--- src/bwbr_defs.svh ---
`ifndef BWBR_DEFS_SVH
`define BWBR_DEFS_SVH

// ----------------------------------------------------------------
// Configuration byte offsets (dword aligned)
// ----------------------------------------------------------------
`define BWBR_DS_UPPER_PRI_OFS  8'h24
`define BWBR_DS_UPPER_SEC_OFS  8'h64
`define BWBR_US_XLAT_PRI_OFS   8'h60
`define BWBR_US_XLAT_SEC_OFS   8'h20

// ----------------------------------------------------------------
// Reset values and field positions
// ----------------------------------------------------------------
`define BWBR_RESET_WORD        32'h00000000
`define BWBR_DS_ENABLE_BIT     31
`define BWBR_US_SPACE_BIT      0
`define BWBR_US_PREF_BIT       3
`define BWBR_US_BASE_LSB       14
`define BWBR_DS_LOWER_MIN_MASK 32'hFFFFF000
`define BWBR_US_BASE_MASK      32'hFFFFC000
`define BWBR_US_MIN_LOG        5'h0D
`define BWBR_PAGE_CODE_OFF     4'h0

`endif

--- src/bwbr_pkg.sv ---
`default_nettype none

package bwbr_pkg;

    // One configuration dword
    typedef logic [31:0] bwbr_word_t;

    // Page size code from the chip control register
    typedef logic [3:0]  bwbr_page_code_t;

    // Which register a configuration access selects
    typedef enum logic [1:0] {
        BWBR_SEL_NONE,
        BWBR_SEL_DS_UPPER,
        BWBR_SEL_US_XLAT
    } bwbr_sel_e;

endpackage

`default_nettype wire

--- src/bwbr_reg_if.sv ---
`timescale 1ns/1ns
`default_nettype none

// Carries one masked base register between decode and storage
interface bwbr_reg_if;
    logic        wr;     // Write strobe for this register
    logic [3:0]  be;     // Byte enables of the write
    logic [31:0] wdata;  // Write data
    logic [31:0] mask;   // Writeable bits; zero bits read zero
    logic [31:0] value;  // Stored value, already masked

    modport owner (
        output wr,
        output be,
        output wdata,
        output mask,
        input  value
    );

    modport store (
        input  wr,
        input  be,
        input  wdata,
        input  mask,
        output value
    );
endinterface

`default_nettype wire

--- src/bwbr_window_regs.sv ---
`timescale 1ns/1ns
`default_nettype none

`include "bwbr_defs.svh"

module bwbr_window_regs #(
    parameter int LUT_LOG = 6  // Log2 of lookup table entries
) (
    input  wire logic                  clk,
    input  wire logic                  rst,
    // Configuration access
    input  wire logic                  cfg_secondary,
    input  wire logic [7:0]            cfg_addr,
    input  wire logic                  cfg_wr,
    input  wire logic                  cfg_rd,
    input  wire logic [3:0]            cfg_be,
    input  wire bwbr_pkg::bwbr_word_t  cfg_wdata,
    output logic                       cfg_rvalid,
    output bwbr_pkg::bwbr_word_t       cfg_rdata,
    // Companion registers kept elsewhere
    input  wire bwbr_pkg::bwbr_word_t  ds_upper_setup,
    input  wire bwbr_pkg::bwbr_word_t  ds_lower_setup,
    input  wire bwbr_pkg::bwbr_word_t  ds_lower_base,
    input  wire bwbr_pkg::bwbr_page_code_t page_code,
    // Downstream claim
    input  wire logic                  ds_req,
    input  wire logic [63:0]           ds_addr,
    output logic                       ds_claim,
    output logic                       ds_enabled,
    // Upstream claim and translation
    input  wire logic                  us_req,
    input  wire bwbr_pkg::bwbr_word_t  us_addr,
    output logic                       us_claim,
    output logic [LUT_LOG-1:0]         us_lut_index,
    input  wire bwbr_pkg::bwbr_word_t  lut_xlat_base,
    input  wire logic                  lut_prefetch,
    output logic                       us_xlat_valid,
    output bwbr_pkg::bwbr_word_t       us_xlat_addr,
    output logic                       us_prefetch,
    output logic                       us_enabled
);
    import bwbr_pkg::*;

    // ------------------------------------------------------------
    // Register storage
    // ------------------------------------------------------------
    bwbr_reg_if ds_if ();  // Upper half of downstream window
    bwbr_reg_if us_if ();  // Upstream translated window

    bwbr_bit_store u_ds_store (
        .clk (clk),
        .rst (rst),
        .bus (ds_if)
    );

    bwbr_bit_store u_us_store (
        .clk (clk),
        .rst (rst),
        .bus (us_if)
    );

    // ------------------------------------------------------------
    // Address decode
    // ------------------------------------------------------------
    bwbr_sel_e sel;  // Register chosen by this access
    logic [7:0] ofs;  // Dword aligned byte offset

    assign ofs = {cfg_addr[7:2], 2'h0};

    // The two spaces place the registers at swapped offsets
    always_comb begin
        sel = BWBR_SEL_NONE;
        if (!cfg_secondary) begin
            // Primary space
            if (ofs == `BWBR_DS_UPPER_PRI_OFS) begin
                sel = BWBR_SEL_DS_UPPER;
            end else if (ofs == `BWBR_US_XLAT_PRI_OFS) begin
                sel = BWBR_SEL_US_XLAT;
            end
        end else begin
            // Secondary space
            if (ofs == `BWBR_DS_UPPER_SEC_OFS) begin
                sel = BWBR_SEL_DS_UPPER;
            end else if (ofs == `BWBR_US_XLAT_SEC_OFS) begin
                sel = BWBR_SEL_US_XLAT;
            end
        end
    end

    // ------------------------------------------------------------
    // Downstream upper half
    // ------------------------------------------------------------
    // Setup bits pass straight through as the writeable mask
    assign ds_if.wr    = cfg_wr && (sel == BWBR_SEL_DS_UPPER);
    assign ds_if.be    = cfg_be;
    assign ds_if.wdata = cfg_wdata;
    assign ds_if.mask  = ds_upper_setup;

    // ------------------------------------------------------------
    // Upstream window size
    // ------------------------------------------------------------
    logic       us_en;    // Window enabled by a nonzero code
    logic [4:0] win_log;  // Log2 of window size in bytes
    logic [4:0] page_log; // Log2 of one table page
    bwbr_word_t win_mask; // Writeable base bits
    bwbr_word_t page_mask;// Offset bits kept inside a page

    // Code zero disables; code n gives a 2^(13+n) byte window
    assign us_en    = (page_code != `BWBR_PAGE_CODE_OFF);
    assign win_log  = `BWBR_US_MIN_LOG + {1'h0, page_code};
    assign page_log = win_log - 5'(LUT_LOG);

    genvar b;
    generate
        for (b = 0; b < 32; b = b + 1) begin : g_mask
            // Base bits at and above the window size are writeable
            if (b >= `BWBR_US_BASE_LSB) begin : g_base
                assign win_mask[b] = us_en && (5'(b) >= win_log);
            end else begin : g_low
                assign win_mask[b] = 1'h0;
            end
            // Offset bits below the page size pass untranslated
            assign page_mask[b] = (5'(b) < page_log);
        end
    endgenerate

    assign us_if.wr    = cfg_wr && (sel == BWBR_SEL_US_XLAT);
    assign us_if.be    = cfg_be;
    assign us_if.wdata = cfg_wdata;
    assign us_if.mask  = win_mask & `BWBR_US_BASE_MASK;

    // ------------------------------------------------------------
    // Read data
    // ------------------------------------------------------------
    bwbr_word_t rd_word;  // Selected read value
    bwbr_word_t us_word;  // Upstream register as software sees it

    // Space, type and low bits stay zero; prefetchable only when on
    always_comb begin
        us_word = us_if.value;
        us_word[`BWBR_US_SPACE_BIT] = 1'b0;
        us_word[2:1] = 2'h0;
        us_word[13:4] = 10'h000;
        us_word[`BWBR_US_PREF_BIT] = us_en;
    end

    // Unmapped offsets read as zero
    always_comb begin
        case (sel)
            BWBR_SEL_DS_UPPER: begin
                rd_word = ds_if.value;
            end
            BWBR_SEL_US_XLAT: begin
                rd_word = us_word;
            end
            default: begin
                rd_word = `BWBR_RESET_WORD;
            end
        endcase
    end

    // Read answer registers, one per concern
    logic       rvalid_ff;  // Read answer strobe
    bwbr_word_t rdata_ff;   // Read answer word

    // Answer strobe follows the read strobe by exactly one cycle
    always_ff @(posedge clk or posedge rst) begin
        if (rst) begin
            // Nothing outstanding after reset
            rvalid_ff <= 1'h0;
        end else begin
            // A write or an idle cycle drops the strobe
            rvalid_ff <= cfg_rd;
        end
    end

    // Only a read refreshes the word, so it holds between reads
    // and a slow master may pick it up late without harm
    always_ff @(posedge clk or posedge rst) begin
        if (rst) begin
            // Reads zero until the first read
            rdata_ff <= `BWBR_RESET_WORD;
        end else if (cfg_rd) begin
            // Capture the selected register
            rdata_ff <= rd_word;
        end
    end

    // Both answer outputs come straight from flip-flops
    assign cfg_rvalid = rvalid_ff;
    assign cfg_rdata  = rdata_ff;

    // ------------------------------------------------------------
    // Downstream claim
    // ------------------------------------------------------------
    logic       ds_on;     // Window enabled by upper bit 31
    bwbr_word_t lo_mask;   // Compared lower base bits
    logic       ds_hit;    // Address falls inside the window

    assign ds_on = ds_if.value[`BWBR_DS_ENABLE_BIT];
    // Lower half never decodes below the 4 KB minimum
    assign lo_mask = ds_lower_setup & `BWBR_DS_LOWER_MIN_MASK;
    assign ds_hit = ds_on
        && ((ds_addr[63:32] & ds_if.mask) == ds_if.value)
        && ((ds_addr[31:0] & lo_mask)
            == (ds_lower_base & lo_mask));

    // Claim and enable flags registered to keep timing short
    logic nxt_ds_claim;   // Claim decision for this cycle's address
    logic ds_claim_ff;    // Claim answer, one cycle after the request
    logic ds_enabled_ff;  // Window enable as seen by the claim logic

    // A miss or an idle cycle answers with no claim
    assign nxt_ds_claim = ds_req && ds_hit;

    // Claim strobe, one cycle per hitting request
    always_ff @(posedge clk or posedge rst) begin
        if (rst) begin
            // No claim can be pending out of reset
            ds_claim_ff <= 1'h0;
        end else begin
            ds_claim_ff <= nxt_ds_claim;
        end
    end

    // Enable flag lags the stored bit 31 by one cycle
    always_ff @(posedge clk or posedge rst) begin
        if (rst) begin
            // Stored bit 31 is zero after reset
            ds_enabled_ff <= 1'h0;
        end else begin
            ds_enabled_ff <= ds_on;
        end
    end

    assign ds_claim   = ds_claim_ff;
    assign ds_enabled = ds_enabled_ff;

    // ------------------------------------------------------------
    // Upstream claim and table lookup
    // ------------------------------------------------------------
    logic       us_hit;     // Address inside the upstream window
    bwbr_word_t us_addr_ff; // Address held for translation

    assign us_hit = us_en
        && ((us_addr & us_if.mask) == us_if.value);

    // First stage claims and presents the table index
    logic               nxt_us_claim;   // Hit on this cycle's request
    logic [LUT_LOG-1:0] nxt_lut_index;  // Table page of this address
    logic               us_claim_ff;    // Claim answer
    logic [LUT_LOG-1:0] lut_index_ff;   // Index shown to the table
    logic               us_enabled_ff;  // Window enable, one cycle late

    // The page index sits just above the in-page offset, so its
    // position moves with the page size code
    assign nxt_us_claim  = us_req && us_hit;
    assign nxt_lut_index = us_addr[page_log +: LUT_LOG];

    // Claim strobe, one cycle per hitting request
    always_ff @(posedge clk or posedge rst) begin
        if (rst) begin
            // No claim pending out of reset
            us_claim_ff <= 1'h0;
        end else begin
            us_claim_ff <= nxt_us_claim;
        end
    end

    // Index and address are kept until the next hit, so a miss
    // never disturbs a translation still in flight
    always_ff @(posedge clk or posedge rst) begin
        if (rst) begin
            // Point at entry zero with a null address
            lut_index_ff <= '0;
            us_addr_ff   <= `BWBR_RESET_WORD;
        end else if (nxt_us_claim) begin
            // Capture the hitting request
            lut_index_ff <= nxt_lut_index;
            us_addr_ff   <= us_addr;
        end
    end

    // Enable flag lags the page size code by one cycle
    always_ff @(posedge clk or posedge rst) begin
        if (rst) begin
            // Window disabled out of reset
            us_enabled_ff <= 1'h0;
        end else begin
            us_enabled_ff <= us_en;
        end
    end

    assign us_claim     = us_claim_ff;
    assign us_lut_index = lut_index_ff;
    assign us_enabled   = us_enabled_ff;

    // Second stage merges the table base with the page offset.
    // The table answers in the cycle the index is presented.
    logic       xlat_valid_ff;  // Translation strobe
    bwbr_word_t nxt_xlat_addr;  // Merged address from the table
    bwbr_word_t xlat_addr_ff;   // Translated address, held
    logic       nxt_prefetch;   // Page prefetch after the veto
    logic       prefetch_ff;    // Prefetch flag, held

    assign nxt_xlat_addr = (lut_xlat_base & ~page_mask)
                         | (us_addr_ff & page_mask);
    // Window is prefetchable; the entry may veto it
    assign nxt_prefetch  = us_en && lut_prefetch;

    // Translation strobe one cycle after the claim
    always_ff @(posedge clk or posedge rst) begin
        if (rst) begin
            xlat_valid_ff <= 1'h0;
        end else begin
            xlat_valid_ff <= us_claim_ff;
        end
    end

    // Changing the page size code with a translation in flight
    // mixes two page sizes; software must quiesce traffic first
    always_ff @(posedge clk or posedge rst) begin
        if (rst) begin
            xlat_addr_ff <= `BWBR_RESET_WORD;
            prefetch_ff  <= 1'h0;
        end else if (us_claim_ff) begin
            xlat_addr_ff <= nxt_xlat_addr;
            prefetch_ff  <= nxt_prefetch;
        end
    end

    assign us_xlat_valid = xlat_valid_ff;
    assign us_xlat_addr  = xlat_addr_ff;
    assign us_prefetch   = prefetch_ff;

endmodule

`default_nettype wire

--- src/bwbr_bit_store.sv ---
`timescale 1ns/1ns
`default_nettype none

// Per-bit storage whose writeability follows a mask
module bwbr_bit_store (
    input  wire logic clk,
    input  wire logic rst,
    bwbr_reg_if.store bus
);
    import bwbr_pkg::*;

    // ------------------------------------------------------------
    // Storage bits
    // ------------------------------------------------------------
    bwbr_word_t bit_ff;  // Last written value per bit

    genvar i;
    generate
        for (i = 0; i < 32; i = i + 1) begin : g_bit
            // A masked-off bit is cleared, so re-enabling it later
            // never exposes a stale value
            always_ff @(posedge clk or posedge rst) begin
                if (rst) begin
                    bit_ff[i] <= 1'h0;
                end else if (!bus.mask[i]) begin
                    bit_ff[i] <= 1'h0;
                end else if (bus.wr && bus.be[i / 8]) begin
                    bit_ff[i] <= bus.wdata[i];
                end
            end
        end
    endgenerate

    // Reads return only writeable bits
    assign bus.value = bit_ff & bus.mask;

endmodule

`default_nettype wire

--- config.mk ---
export PLATFORM = sky130hd
export DESIGN_NAME = bwbr_window_regs
export DESIGN_NICKNAME = d
export VERILOG_FILES = /design/src/bwbr_pkg.sv /design/src/bwbr_reg_if.sv /design/src/bwbr_window_regs.sv /design/src/bwbr_bit_store.sv
export VERILOG_INCLUDE_DIRS = /design/src
export SDC_FILE = /design/constraint.sdc
export NUM_CORES = 1
export LEC_CHECK = 0
export ABC_AREA = 1
export BUFFER_PORTS_ARGS = -buffer_cell sky130_fd_sc_hd__buf_2
export CORE_AREA = 2 2 162 117
export CTS_BUF_LIST = sky130_fd_sc_hd__clkbuf_2 sky130_fd_sc_hd__clkbuf_4 sky130_fd_sc_hd__clkbuf_8
export DETAILED_ROUTE_END_ITERATION = 6
export DIE_AREA = 0 0 164 119
export GPL_TIMING_DRIVEN = 0
export PLACE_DENSITY = 0.91
export SYNTH_ARGS = -nofsm -noshare
export SYNTH_HDL_FRONTEND = slang
export SYNTH_SLANG_ARGS = --single-unit
--- constraint.sdc ---
create_clock -name clk -period 9.6 [get_ports clk]
set_clock_uncertainty 0.15 [all_clocks]
set_input_delay 0 -clock clk [delete_from_list [all_inputs] [get_ports clk]]
set_output_delay 0 -clock clk [all_outputs]
set_load 0.01 [all_outputs]
==> flow_summary.html, run 1 <==
<table>
<tr><th>Metric</th><th>Value</th></tr>
<tr><th colspan="2">Place</th></tr>
<tr><td>Global placement routability congestion</td><td>1.03</td></tr>
<tr><td>Cells after DPL</td><td>1,954</td></tr>
<tr><td>Hpwl dp</td><td>30,000 um</td></tr>
<tr><td>Worst slack at placement</td><td>5.33 ns</td></tr>
<tr><td>Placement-stage cell area</td><td>11,600 um^2</td></tr>
<tr><td>IO buf count</td><td>318</td></tr>
<tr><th colspan="2">Worst hold path</th></tr>
<tr><td>End of the worst hold path</td><td>cfg_rvalid$_DFF_PP0_</td></tr>
<tr><td>Launch instance of the worst min-delay path</td><td>cfg_rd</td></tr>
<tr><td>Hold Path Cell Cnt</td><td>2</td></tr>
<tr><td>Hold WC Path Type</td><td>input port to register</td></tr>
<tr><th colspan="2">Setup path</th></tr>
<tr><td>Worst endpoint required time</td><td>9.89 ns</td></tr>
<tr><td>Arrival time of data at the critical path endpoint</td><td>4.73 ns</td></tr>
<tr><td>Critical Path Source Type</td><td>register</td></tr>
<tr><td>Launch instance of the worst register-to-register path</td><td>u_ds_store.bit_ff[14]$_DFFE_PP0P_</td></tr>
<tr><td>Type of the worst setup path</td><td>register to register</td></tr>
<tr><td>Endpoint of the most critical register-to-register path</td><td>ds_claim$_DFF_PP0_</td></tr>
<tr><td>Start point of the critical path</td><td>u_ds_store.bit_ff[14]$_DFFE_PP0P_</td></tr>
<tr><td>Crit path capture type</td><td>register</td></tr>
<tr><td>R2R cell count</td><td>12</td></tr>
<tr><td>Maximum net fanout on the critical path</td><td>4</td></tr>
<tr><td>Setup slack on the worst flop-to-flop path</td><td>5.16 ns</td></tr>
<tr><th colspan="2">Die</th></tr>
<tr><td>Standard-cell rows</td><td>42</td></tr>
<tr><td>Number of I/O pins</td><td>357</td></tr>
<tr><td>Chip width</td><td>164 um</td></tr>
<tr><td>Area of the placeable core</td><td>18,200 um^2</td></tr>
<tr><td>Die outline height</td><td>119 um</td></tr>
<tr><td>Effective utilization at floorplan</td><td>53.2%</td></tr>
<tr><td>Die ar.</td><td>19,500 um^2</td></tr>
<tr><th colspan="2">Power and ir drop</th></tr>
<tr><td>Power per standard cell area</td><td>130 nW/um^2</td></tr>
<tr><td>Logic pwr share</td><td>28.8%</td></tr>
<tr><td>Switching part of the total power</td><td>37.2%</td></tr>
<tr><td>Reported net switching power</td><td>0.674 mW</td></tr>
<tr><td>Static Leakage</td><td>7.15 nW</td></tr>
<tr><td>Internal power</td><td>1.14 mW</td></tr>
<tr><td>Overall Power</td><td>1.81 mW</td></tr>
<tr><td>Part of the power in registers</td><td>41.0%</td></tr>
<tr><td>Clock Power Share</td><td>30.2%</td></tr>
<tr><td>Largest vdd supply drop</td><td>0.0976 mV</td></tr>
<tr><th colspan="2">Route</th></tr>
<tr><td>Detailed-routing iteration count for the pre-antenna-repair pass</td><td>7</td></tr>
<tr><td>ANT nets after route</td><td>0</td></tr>
<tr><td>Amount of wire on met3 after detailed routing</td><td>6340 um</td></tr>
<tr><td>Iteration-0 DRC Markers</td><td>2,053</td></tr>
<tr><td>Routed wire length</td><td>43,200 um</td></tr>
<tr><td>Via count</td><td>13,000</td></tr>
<tr><td>Per-cell routed wire length</td><td>19.8 um</td></tr>
<tr><td>Post-detailed-route DRC marker count</td><td>7</td></tr>
<tr><td>Met1 routed wirelength after detailed routing</td><td>16,900 um</td></tr>
<tr><td>Via density per instance</td><td>5.96</td></tr>
<tr><td>Highest Signal Layer</td><td>met5</td></tr>
<tr><td>Met2 wire length</td><td>17,800 um</td></tr>
<tr><th colspan="2">Timing</th></tr>
<tr><td>Final worst hold slack</td><td>0.0234 ns</td></tr>
<tr><td>Final-report hold violation count</td><td>0</td></tr>
<tr><td>Relative slew slack</td><td>33.8%</td></tr>
<tr><td>Worst-Margin Slew</td><td>0.986 ns</td></tr>
<tr><td>Setup TNS Final</td><td>0 ns</td></tr>
<tr><td>Period utilization</td><td>46.3%</td></tr>
<tr><td>Final count of negative-setup-slack endpoints</td><td>0</td></tr>
<tr><td>Max Slew Vio Count</td><td>0</td></tr>
<tr><td>Setup repair after global routing missed its margin</td><td>no</td></tr>
<tr><td>Smallest setup slack after layout</td><td>5.16 ns</td></tr>
<tr><td>Highest clock frequency the design can meet</td><td>225 MHz</td></tr>
<tr><td>Fin crit period</td><td>4.44 ns</td></tr>
<tr><th colspan="2">Synthesis</th></tr>
<tr><td>Number of enable flip-flop cells after synthesis</td><td>0</td></tr>
<tr><td>Leading register cell type out of synthesis</td><td>sky130_fd_sc_hd__dfrtp_1</td></tr>
<tr><td>Async set-or-reset flop fraction in the synthesized netlist</td><td>100%</td></tr>
<tr><td>Number of unique standard cell types used by synthesis</td><td>49</td></tr>
<tr><td>Biggest area consumer among synthesized cells</td><td>sky130_fd_sc_hd__dfrtp_1</td></tr>
<tr><td>Cell count after synthesis</td><td>1,393</td></tr>
<tr><td>Synth Cell Area</td><td>9700 um^2</td></tr>
<tr><td>Synth Net Count</td><td>1,682</td></tr>
<tr><td>Count of yosys warnings during synthesis</td><td>0</td></tr>
<tr><td>Share of the synthesized area in the top cell type</td><td>40.8%</td></tr>
<tr><td>Flops &amp; latches, synth</td><td>158</td></tr>
<tr><td>Mean Syn Cell Area</td><td>6.96 um^2</td></tr>
<tr><td>Area contributors post-synth</td><td>sky130_fd_sc_hd__dfrtp_1 41%, sky130_fd_sc_hd__nand2_1 15%, sky130_fd_sc_hd__o21ai_0 8.2%</td></tr>
<tr><td>Share of the yosys chip area belonging to registers</td><td>40.8%</td></tr>
<tr><th colspan="2">Cells and area</th></tr>
<tr><td>Core occupancy in the finished layout</td><td>76.4%</td></tr>
<tr><td>Final #Nets</td><td>2,207</td></tr>
<tr><td>Area delta synth-&gt;final</td><td>43.7%</td></tr>
<tr><td>Cell area after layout</td><td>13,900 um^2</td></tr>
<tr><td>Fraction of layout cells with a size suffix above 1</td><td>20.7%</td></tr>
<tr><td>Count of placed standard cells in the final layout, fillers left out</td><td>2,176</td></tr>
<tr><th colspan="2">Global routing</th></tr>
<tr><td>GR Util All Layers</td><td>43.8%</td></tr>
<tr><td>Maximum number of pins on one net before global-route repair</td><td>99</td></tr>
<tr><td>First-pass GRT wire length</td><td>65,200 um</td></tr>
<tr><td>Grt ovf</td><td>0</td></tr>
<tr><td>Antenna violations before repair</td><td>2</td></tr>
<tr><td>Vias in the first global route</td><td>12,500</td></tr>
<tr><th colspan="2">Clocking</th></tr>
<tr><td>Sinks on Clock Net</td><td>158</td></tr>
<tr><td>Number of clock buffers inserted by TritonCTS</td><td>17</td></tr>
<tr><td>Number of resized instances in the post-cts repair step</td><td>0</td></tr>
<tr><td>Clock transition time at the flip-flop clock pins of the worst setup and hold paths</td><td>0.11 ns</td></tr>
<tr><td>Clock latency on the worst-skew pair</td><td>0.50 ns</td></tr>
<tr><td>CTS tree</td><td>done</td></tr>
<tr><td>Maximum buffer depth of the clock tree</td><td>2</td></tr>
<tr><td>H-Tree Level Count</td><td>4</td></tr>
<tr><td>Root buf cell</td><td>sky130_fd_sc_hd__clkbuf_8</td></tr>
<tr><th colspan="2">Outcome</th></tr>
<tr><td>Status</td><td>complete, but fails checks</td></tr>
<tr><td>Failing checks</td><td>DRC</td></tr>
<tr><th colspan="2">Flow run</th></tr>
<tr><td>Max Cap Viol</td><td>0</td></tr>
</table>
metal layers:
layer / vias to the layer above / global-route usage [%]
li1: 5698 / -
met1: 5954 / 59.3
met2: 1062 / 61.8
met3: 252 / 17.0
met4: 2 / 19.6
met5: - / 1.60
cell type report:
class                   count  area (um^2)
diodes                      3         7.51
plain buffers              58          297
clock buffers              17          234
clock inverters            15          198
fillers                  1336         4300
inverters                  94          358
multi-input cells        1083         5090
flip-flops and latches    158         3950
well taps                 242          303
repair buffers            506         3490
synth_stat cells (all sizes together), types with 2 or more instances:
master / instances
a211oi: 4
a21oi: 35
a221oi: 3
a311oi: 4
a31oi: 21
buf: 26
clkbuf: 32
clkinv: 5
dfrtp: 158
ha: 9
inv: 89
nand2: 402
nand3: 137
nand4: 23
nor2: 192
nor3: 8
nor4: 2
o2111a: 2
o211ai: 6
o21a: 4
o21ai: 171
o221ai: 2
o22ai: 8
o31ai: 11
or2: 10
xnor2: 5
xor2: 13
worst max path at each step:
stage	cells after the start	slack [ns]	endpoint
global placement	2	3.42	u_ds_store.bit_ff[26]$_DFFE_PP0P_
detailed placement	22	5.33	us_addr_ff[0]$_DFFE_PP0P_
floorplan	1	5.19	cfg_rdata[0]$_DFFE_PP0P_
finish	12	5.16	ds_claim$_DFF_PP0_
CTS	12	5.25	ds_claim$_DFF_PP0_
global route	12	4.98	ds_claim$_DFF_PP0_
cells by family after synthesis:
logic type | Yosys count | synth area share, %
simple gates | 777 | 33.5
flops | 158 | 40.8
buf+inv | 152 | 6.70
xor+xnor | 18 | 1.63
compound gates | 278 | 16.2
fa+ha+maj | 9 | 1.16
mux | 1 | 0.103
flip-flops by register name, summed over array words and instances, names as in the netlist:
register / count
us_lut_index: 6
us_addr_ff: 31
cfg_rvalid: 1
ds_claim: 1
u_us_store.bit_ff: 18
u_ds_store.bit_ff: 32
us_xlat_valid: 1
us_enabled: 1
us_claim: 1
us_prefetch: 1
us_xlat_addr: 32
ds_enabled: 1
cfg_rdata: 32
power groups by stage:
| stage | registers, mW | clock network [mW] | logic, mW |
|---|---|---|---|
| 3_5_place_dp | 0.751 | 0 | 0.435 |
| 6_report | 0.743 | 0.546 | 0.521 |
| 3_3_place_gp | 0.750 | 0 | 0.425 |
| 4_1_cts | 0.739 | 0.535 | 0.489 |
| 2_1_floorplan | 0.764 | 0 | 0.229 |
| 5_1_grt | 0.746 | 0.566 | 0.560 |
placed cells by master (no fill, tap or decap), types with 3 or more instances in the layout:
cell and instances:
sky130_fd_sc_hd__a21oi_1 34, sky130_fd_sc_hd__o22ai_1 8, sky130_fd_sc_hd__inv_8 3, sky130_fd_sc_hd__clkinv_1 5, sky130_fd_sc_hd__clkbuf_8 17, sky130_fd_sc_hd__a311oi_1 4, sky130_fd_sc_hd__xnor2_1 5, sky130_fd_sc_hd__a31oi_1 21
sky130_fd_sc_hd__nor2_1 187, sky130_fd_sc_hd__a211oi_1 4, sky130_fd_sc_hd__buf_6 6, sky130_fd_sc_hd__nor2_2 3, sky130_fd_sc_hd__a221oi_1 3, sky130_fd_sc_hd__ha_1 9, sky130_fd_sc_hd__o31ai_1 11, sky130_fd_sc_hd__buf_4 5
sky130_fd_sc_hd__o211ai_1 6, sky130_fd_sc_hd__nand2_2 3, sky130_fd_sc_hd__inv_6 4, sky130_fd_sc_hd__buf_2 330, sky130_fd_sc_hd__o21ai_1 13, sky130_fd_sc_hd__diode_2 3, sky130_fd_sc_hd__dfrtp_1 158, sky130_fd_sc_hd__inv_1 87
sky130_fd_sc_hd__dlygate4sd3_1 187, sky130_fd_sc_hd__or2_2 10, sky130_fd_sc_hd__clkinv_8 5, sky130_fd_sc_hd__clkbuf_1 32, sky130_fd_sc_hd__o21ai_0 158, sky130_fd_sc_hd__nor3_1 8, sky130_fd_sc_hd__o21a_1 4, sky130_fd_sc_hd__nand3_1 135
sky130_fd_sc_hd__buf_1 3, sky130_fd_sc_hd__nand4_1 23, sky130_fd_sc_hd__clkinv_4 3, sky130_fd_sc_hd__xor2_1 13, sky130_fd_sc_hd__nand2_1 398
worst max-delay path, cell delays in order, from the launching register on:
cell	delay, ns
sky130_fd_sc_hd__dfrtp_1	0.42
sky130_fd_sc_hd__o21ai_0	0.19
sky130_fd_sc_hd__o21ai_0	0.30
sky130_fd_sc_hd__a221oi_1	0.29
sky130_fd_sc_hd__dlygate4sd3_1	0.59
sky130_fd_sc_hd__nand2_1	0.05
sky130_fd_sc_hd__dlygate4sd3_1	0.56
sky130_fd_sc_hd__nor2_1	0.08
sky130_fd_sc_hd__dlygate4sd3_1	0.54
sky130_fd_sc_hd__nand2_1	0.05
sky130_fd_sc_hd__dlygate4sd3_1	0.55
sky130_fd_sc_hd__nor2_1	0.09
sky130_fd_sc_hd__dlygate4sd3_1	0.54
repair_timing:
action                                 CTS  global route
buffers inserted                         0             0
endpoints found under the hold margin  260             0
hold buffers                           187             0
Note: power is estimated with default switching activity, not from simulation.
==> run 2, diff against run 1 <==
- CORE_AREA: 2 2 162 117 -> 2 2 167 120
- DIE_AREA: 0 0 164 119 -> 0 0 169 122
- PLACE_DENSITY: 0.91 -> 0.87
- clock period: 9.6 -> 4.1 ns (I/O delays scaled with it)
==> run 2 against run 1 <==
  * The flow finishes with violations (DRC, hold timing)
  * Combinational power up 130%
  * Clock power is 120% higher
  * Die area rose by 5.6%
  * Utilization down 3.9 points
  * Largest cell class unchanged
  * Final cell count grew 0.37%
  * Via count decreased by 0.85%
  * Power is 130% higher
  * Sequential power grew 130%
  * Sequential cell count unchanged
==> flow_summary.html, run 2 (synthesis gave the netlist of run 1 again) <==
<table>
<tr><th>Metric</th><th>Value</th></tr>
<tr><th colspan="2">Cells and area</th></tr>
<tr><td>Fraction of layout cells with a size suffix above 1</td><td>20.9% (+0.22 points)</td></tr>
<tr><td>Final #Nets</td><td>2,211 (+0.18%)</td></tr>
<tr><td>Count of placed standard cells in the final layout, fillers left out</td><td>2,184 (+0.37%)</td></tr>
<tr><td>Most common library cell in the layout ignoring fill and taps</td><td>sky130_fd_sc_hd__nand2_1</td></tr>
<tr><td>Most frequent cells in the layout</td><td>398 x sky130_fd_sc_hd__nand2_1, 330 x sky130_fd_sc_hd__buf_2, 189 x sky130_fd_sc_hd__dlygate4sd3_1</td></tr>
<tr><td>Area delta synth-&gt;final</td><td>44.1%</td></tr>
<tr><td>Layout filler cell count</td><td>1,514 (+13%)</td></tr>
<tr><th colspan="2">Die</th></tr>
<tr><td>Area of the placeable core</td><td>19,300 um^2 (+5.6%)</td></tr>
<tr><td>Effective utilization at floorplan</td><td>50.3% (-2.8 points)</td></tr>
<tr><td>Standard-cell rows</td><td>43 (+2.4%)</td></tr>
<tr><td>Die ar.</td><td>20,600 um^2 (+5.6%)</td></tr>
<tr><td>Number of I/O pins</td><td>357 (unchanged)</td></tr>
<tr><td>Chip width</td><td>169 um (+3.0%)</td></tr>
<tr><td>Die outline height</td><td>122 um (+2.5%)</td></tr>
<tr><th colspan="2">Outcome</th></tr>
<tr><td>Failing checks</td><td>DRC, hold timing</td></tr>
<tr><td>Status</td><td>complete, but fails checks</td></tr>
<tr><th colspan="2">Global routing</th></tr>
<tr><td>Vias in the first global route</td><td>12,400 (-0.87%)</td></tr>
<tr><td>GR Util All Layers</td><td>41.0% (-2.8 points)</td></tr>
<tr><td>Maximum number of pins on one net before global-route repair</td><td>42 (-58%)</td></tr>
<tr><td>First-pass GRT wire length</td><td>64,400 um (-1.2%)</td></tr>
<tr><td>Grt ovf</td><td>0 (unchanged)</td></tr>
<tr><td>Antenna violations before repair</td><td>2 (unchanged)</td></tr>
<tr><th colspan="2">Setup path</th></tr>
<tr><td>CP cell instances</td><td>buf_2 -&gt; clkinv_1 -&gt; clkbuf_1 -&gt; ha_1 -&gt; buf_2 -&gt; clkinvlp_4 -&gt; clkbuf_2 -&gt; ha_1 -&gt; nand2_1 -&gt; inv_1 -&gt; nor2_1 -&gt; nand3_1 -&gt; nand2_1 -&gt; nor2_1 -&gt; nand2_1 -&gt; nand2_1 -&gt; nor2_1 -&gt; buf_4 -&gt; buf_2 -&gt; nand3_1 -&gt; nand2_1</td></tr>
<tr><td>Cell with the biggest individual delay on the critical path</td><td>sky130_fd_sc_hd__ha_1</td></tr>
<tr><td>Type of the worst setup path</td><td>input port to register</td></tr>
<tr><td>Crit path capture type</td><td>register</td></tr>
<tr><td>Maximum net fanout on the critical path</td><td>12 (+8)</td></tr>
<tr><td>Arrival time of data at the critical path endpoint</td><td>4.24 ns (-0.49 ns)</td></tr>
<tr><td>Worst endpoint required time</td><td>4.37 ns (-5.52 ns)</td></tr>
<tr><td>Most common cell on crit path</td><td>sky130_fd_sc_hd__nand2_1</td></tr>
<tr><td>Setup slack on the worst flop-to-flop path</td><td>0.51 ns (-4.65 ns)</td></tr>
<tr><td>Maximum single-stage delay on the critical path</td><td>0.42 ns (-0.17 ns)</td></tr>
<tr><td>Critical Path Source Type</td><td>input port</td></tr>
<tr><th colspan="2">Clocking</th></tr>
<tr><td>Number of clock buffers inserted by TritonCTS</td><td>17 (unchanged)</td></tr>
<tr><td>H-Tree Level Count</td><td>4 (unchanged)</td></tr>
<tr><td>CTS tree</td><td>done</td></tr>
<tr><td>Clock transition time at the flip-flop clock pins of the worst setup and hold paths</td><td>0.10 ns (about the same)</td></tr>
<tr><td>Number of buffers inserted by post-CTS setup repair</td><td>0 (unchanged)</td></tr>
<tr><td>Sinks on Clock Net</td><td>158 (unchanged)</td></tr>
<tr><td>Root buf cell</td><td>sky130_fd_sc_hd__clkbuf_8</td></tr>
<tr><td>Maximum buffer depth of the clock tree</td><td>2 (unchanged)</td></tr>
<tr><td>Clock latency on the worst-skew pair</td><td>0.50 ns (about the same)</td></tr>
<tr><th colspan="2">Route</th></tr>
<tr><td>Iteration-0 DRC Markers</td><td>1,908 (-7.1%)</td></tr>
<tr><td>Via density per instance</td><td>5.89 (-1.2%)</td></tr>
<tr><td>Detailed-routing iteration count for the pre-antenna-repair pass</td><td>7 (unchanged)</td></tr>
<tr><td>Per-cell routed wire length</td><td>19.7 um (-0.86%)</td></tr>
<tr><td>ANT nets after route</td><td>0 (unchanged)</td></tr>
<tr><td>Routed wire length</td><td>43,000 um (-0.50%)</td></tr>
<tr><td>Via count</td><td>12,900 (-0.85%)</td></tr>
<tr><td>Post-detailed-route DRC marker count</td><td>16 (+9)</td></tr>
<tr><th colspan="2">Flow run</th></tr>
<tr><td>Max Cap Viol</td><td>0 (unchanged)</td></tr>
<tr><th colspan="2">Timing</th></tr>
<tr><td>Worst-Margin Slew</td><td>0.890 ns (-0.0958 ns)</td></tr>
<tr><td>Final-report hold violation count</td><td>1 (+1)</td></tr>
<tr><td>Setup repair after global routing missed its margin</td><td>no</td></tr>
<tr><td>Smallest setup slack after layout</td><td>0.128 ns (-5.03 ns)</td></tr>
<tr><td>Final count of negative-setup-slack endpoints</td><td>0 (unchanged)</td></tr>
<tr><td>Max Slew Vio Count</td><td>0 (unchanged)</td></tr>
<tr><td>Period utilization</td><td>96.9%</td></tr>
<tr><td>Final worst hold slack</td><td>-0.00161 ns (-0.0250 ns)</td></tr>
<tr><td>Highest clock frequency the design can meet</td><td>252 MHz</td></tr>
<tr><td>Fin crit period</td><td>3.97 ns</td></tr>
<tr><td>Relative slew slack</td><td>40.5% (+6.8 points)</td></tr>
<tr><th colspan="2">Place</th></tr>
<tr><td>Global placement routability congestion</td><td>1.01 (-2.0%)</td></tr>
<tr><td>Cells after DPL</td><td>1,961 (+0.36%)</td></tr>
<tr><td>Worst slack at placement</td><td>-0.324 ns (-5.66 ns)</td></tr>
<tr><td>Hpwl dp</td><td>30,300 um (+0.84%)</td></tr>
<tr><td>IO buf count</td><td>318 (unchanged)</td></tr>
<tr><th colspan="2">Power and ir drop</th></tr>
<tr><td>Static Leakage</td><td>7.15 nW (about the same)</td></tr>
<tr><td>Power per standard cell area</td><td>299 nW/um^2 (+130%)</td></tr>
<tr><td>Largest vdd supply drop</td><td>0.170 mV (+74%)</td></tr>
<tr><td>Overall Power</td><td>4.17 mW (+130%)</td></tr>
<tr><th colspan="2">Worst hold path</th></tr>
<tr><td>Hold WC Path Type</td><td>input port to register</td></tr>
</table>
run 2: timing repair:
item / 4_1_cts / 5_1_grt
hold buffers: 189 / 0
endpoints found under the setup margin: 0 / 37
gates resized for setup: 0 / 4
hold endpoints to repair: 185 / 0
run 2: cell type report:
type / instances / area, um^2 / share of cell area [%]
inverter: 94 / 360 / 2.58
sequential: 158 / 3950 / 28.3
buffer: 58 / 298 / 2.13
timing repair buffer: 510 / 3540 / 25.4
antenna: 2 / 5.00 / 0.0358
tap: 247 / 309 / 2.21
clock buffer: 17 / 234 / 1.67
clock inverter: 15 / 169 / 1.21
multi-input combinational: 1083 / 5100 / 36.5
run 2: per-stage QoR:
step           util (%)  instance area [um^2]  setup TNS, ns
2_1_floorplan         -                  9700              0
3_3_place_gp       60.2                 11600          -6.98
3_5_place_dp       60.5                 11700          -6.62
4_1_cts            72.5                 14000              0
5_1_grt            72.5                 14000              0
6_report           72.5                 14000              0
run 2: worst paths after layout:
path | startpoint | cells past startpoint | endpoint
worst max-delay path | page_code[0] | 21 | us_addr_ff[1]$_DFFE_PP0P_
worst min-delay path | cfg_be[2] | 5 | u_us_store.bit_ff[16]$_DFFE_PP0P_
worst max register to register | u_ds_store.bit_ff[20]$_DFFE_PP0P_ | 11 | ds_claim$_DFF_PP0_
worst min register to register | us_claim$_DFF_PP0_ | 0 | us_xlat_valid$_DFF_PP0_
max in group asynchronous | rst | 5 | u_ds_store.bit_ff[29]$_DFFE_PP0P_
min in group asynchronous | rst | 3 | us_xlat_addr[13]$_DFFE_PP0P_
run 2: power by group:
group	leakage, nW	internal, mW	total, mW	switching [mW]
Sequential	2.01	1.67	1.74	0.0745
Clock	0.196	0.461	1.22	0.754
Combinational	4.94	0.474	1.21	0.741
run 2: metal layers:
metal,vias up,GRT usage (%),wire length (um)
li1,5694,-,-
met1,5926,54.6,16900
met2,998,59.2,17700
met3,238,15.1,6250
met4,2,19.3,2030
met5,-,1.21,47
run 2: worst max-delay path, delay by kind of cell:
kind	cells	cell delay, ns
buf+inv	9	2.28
simple gates	10	1.20
fa+ha+maj	2	0.75
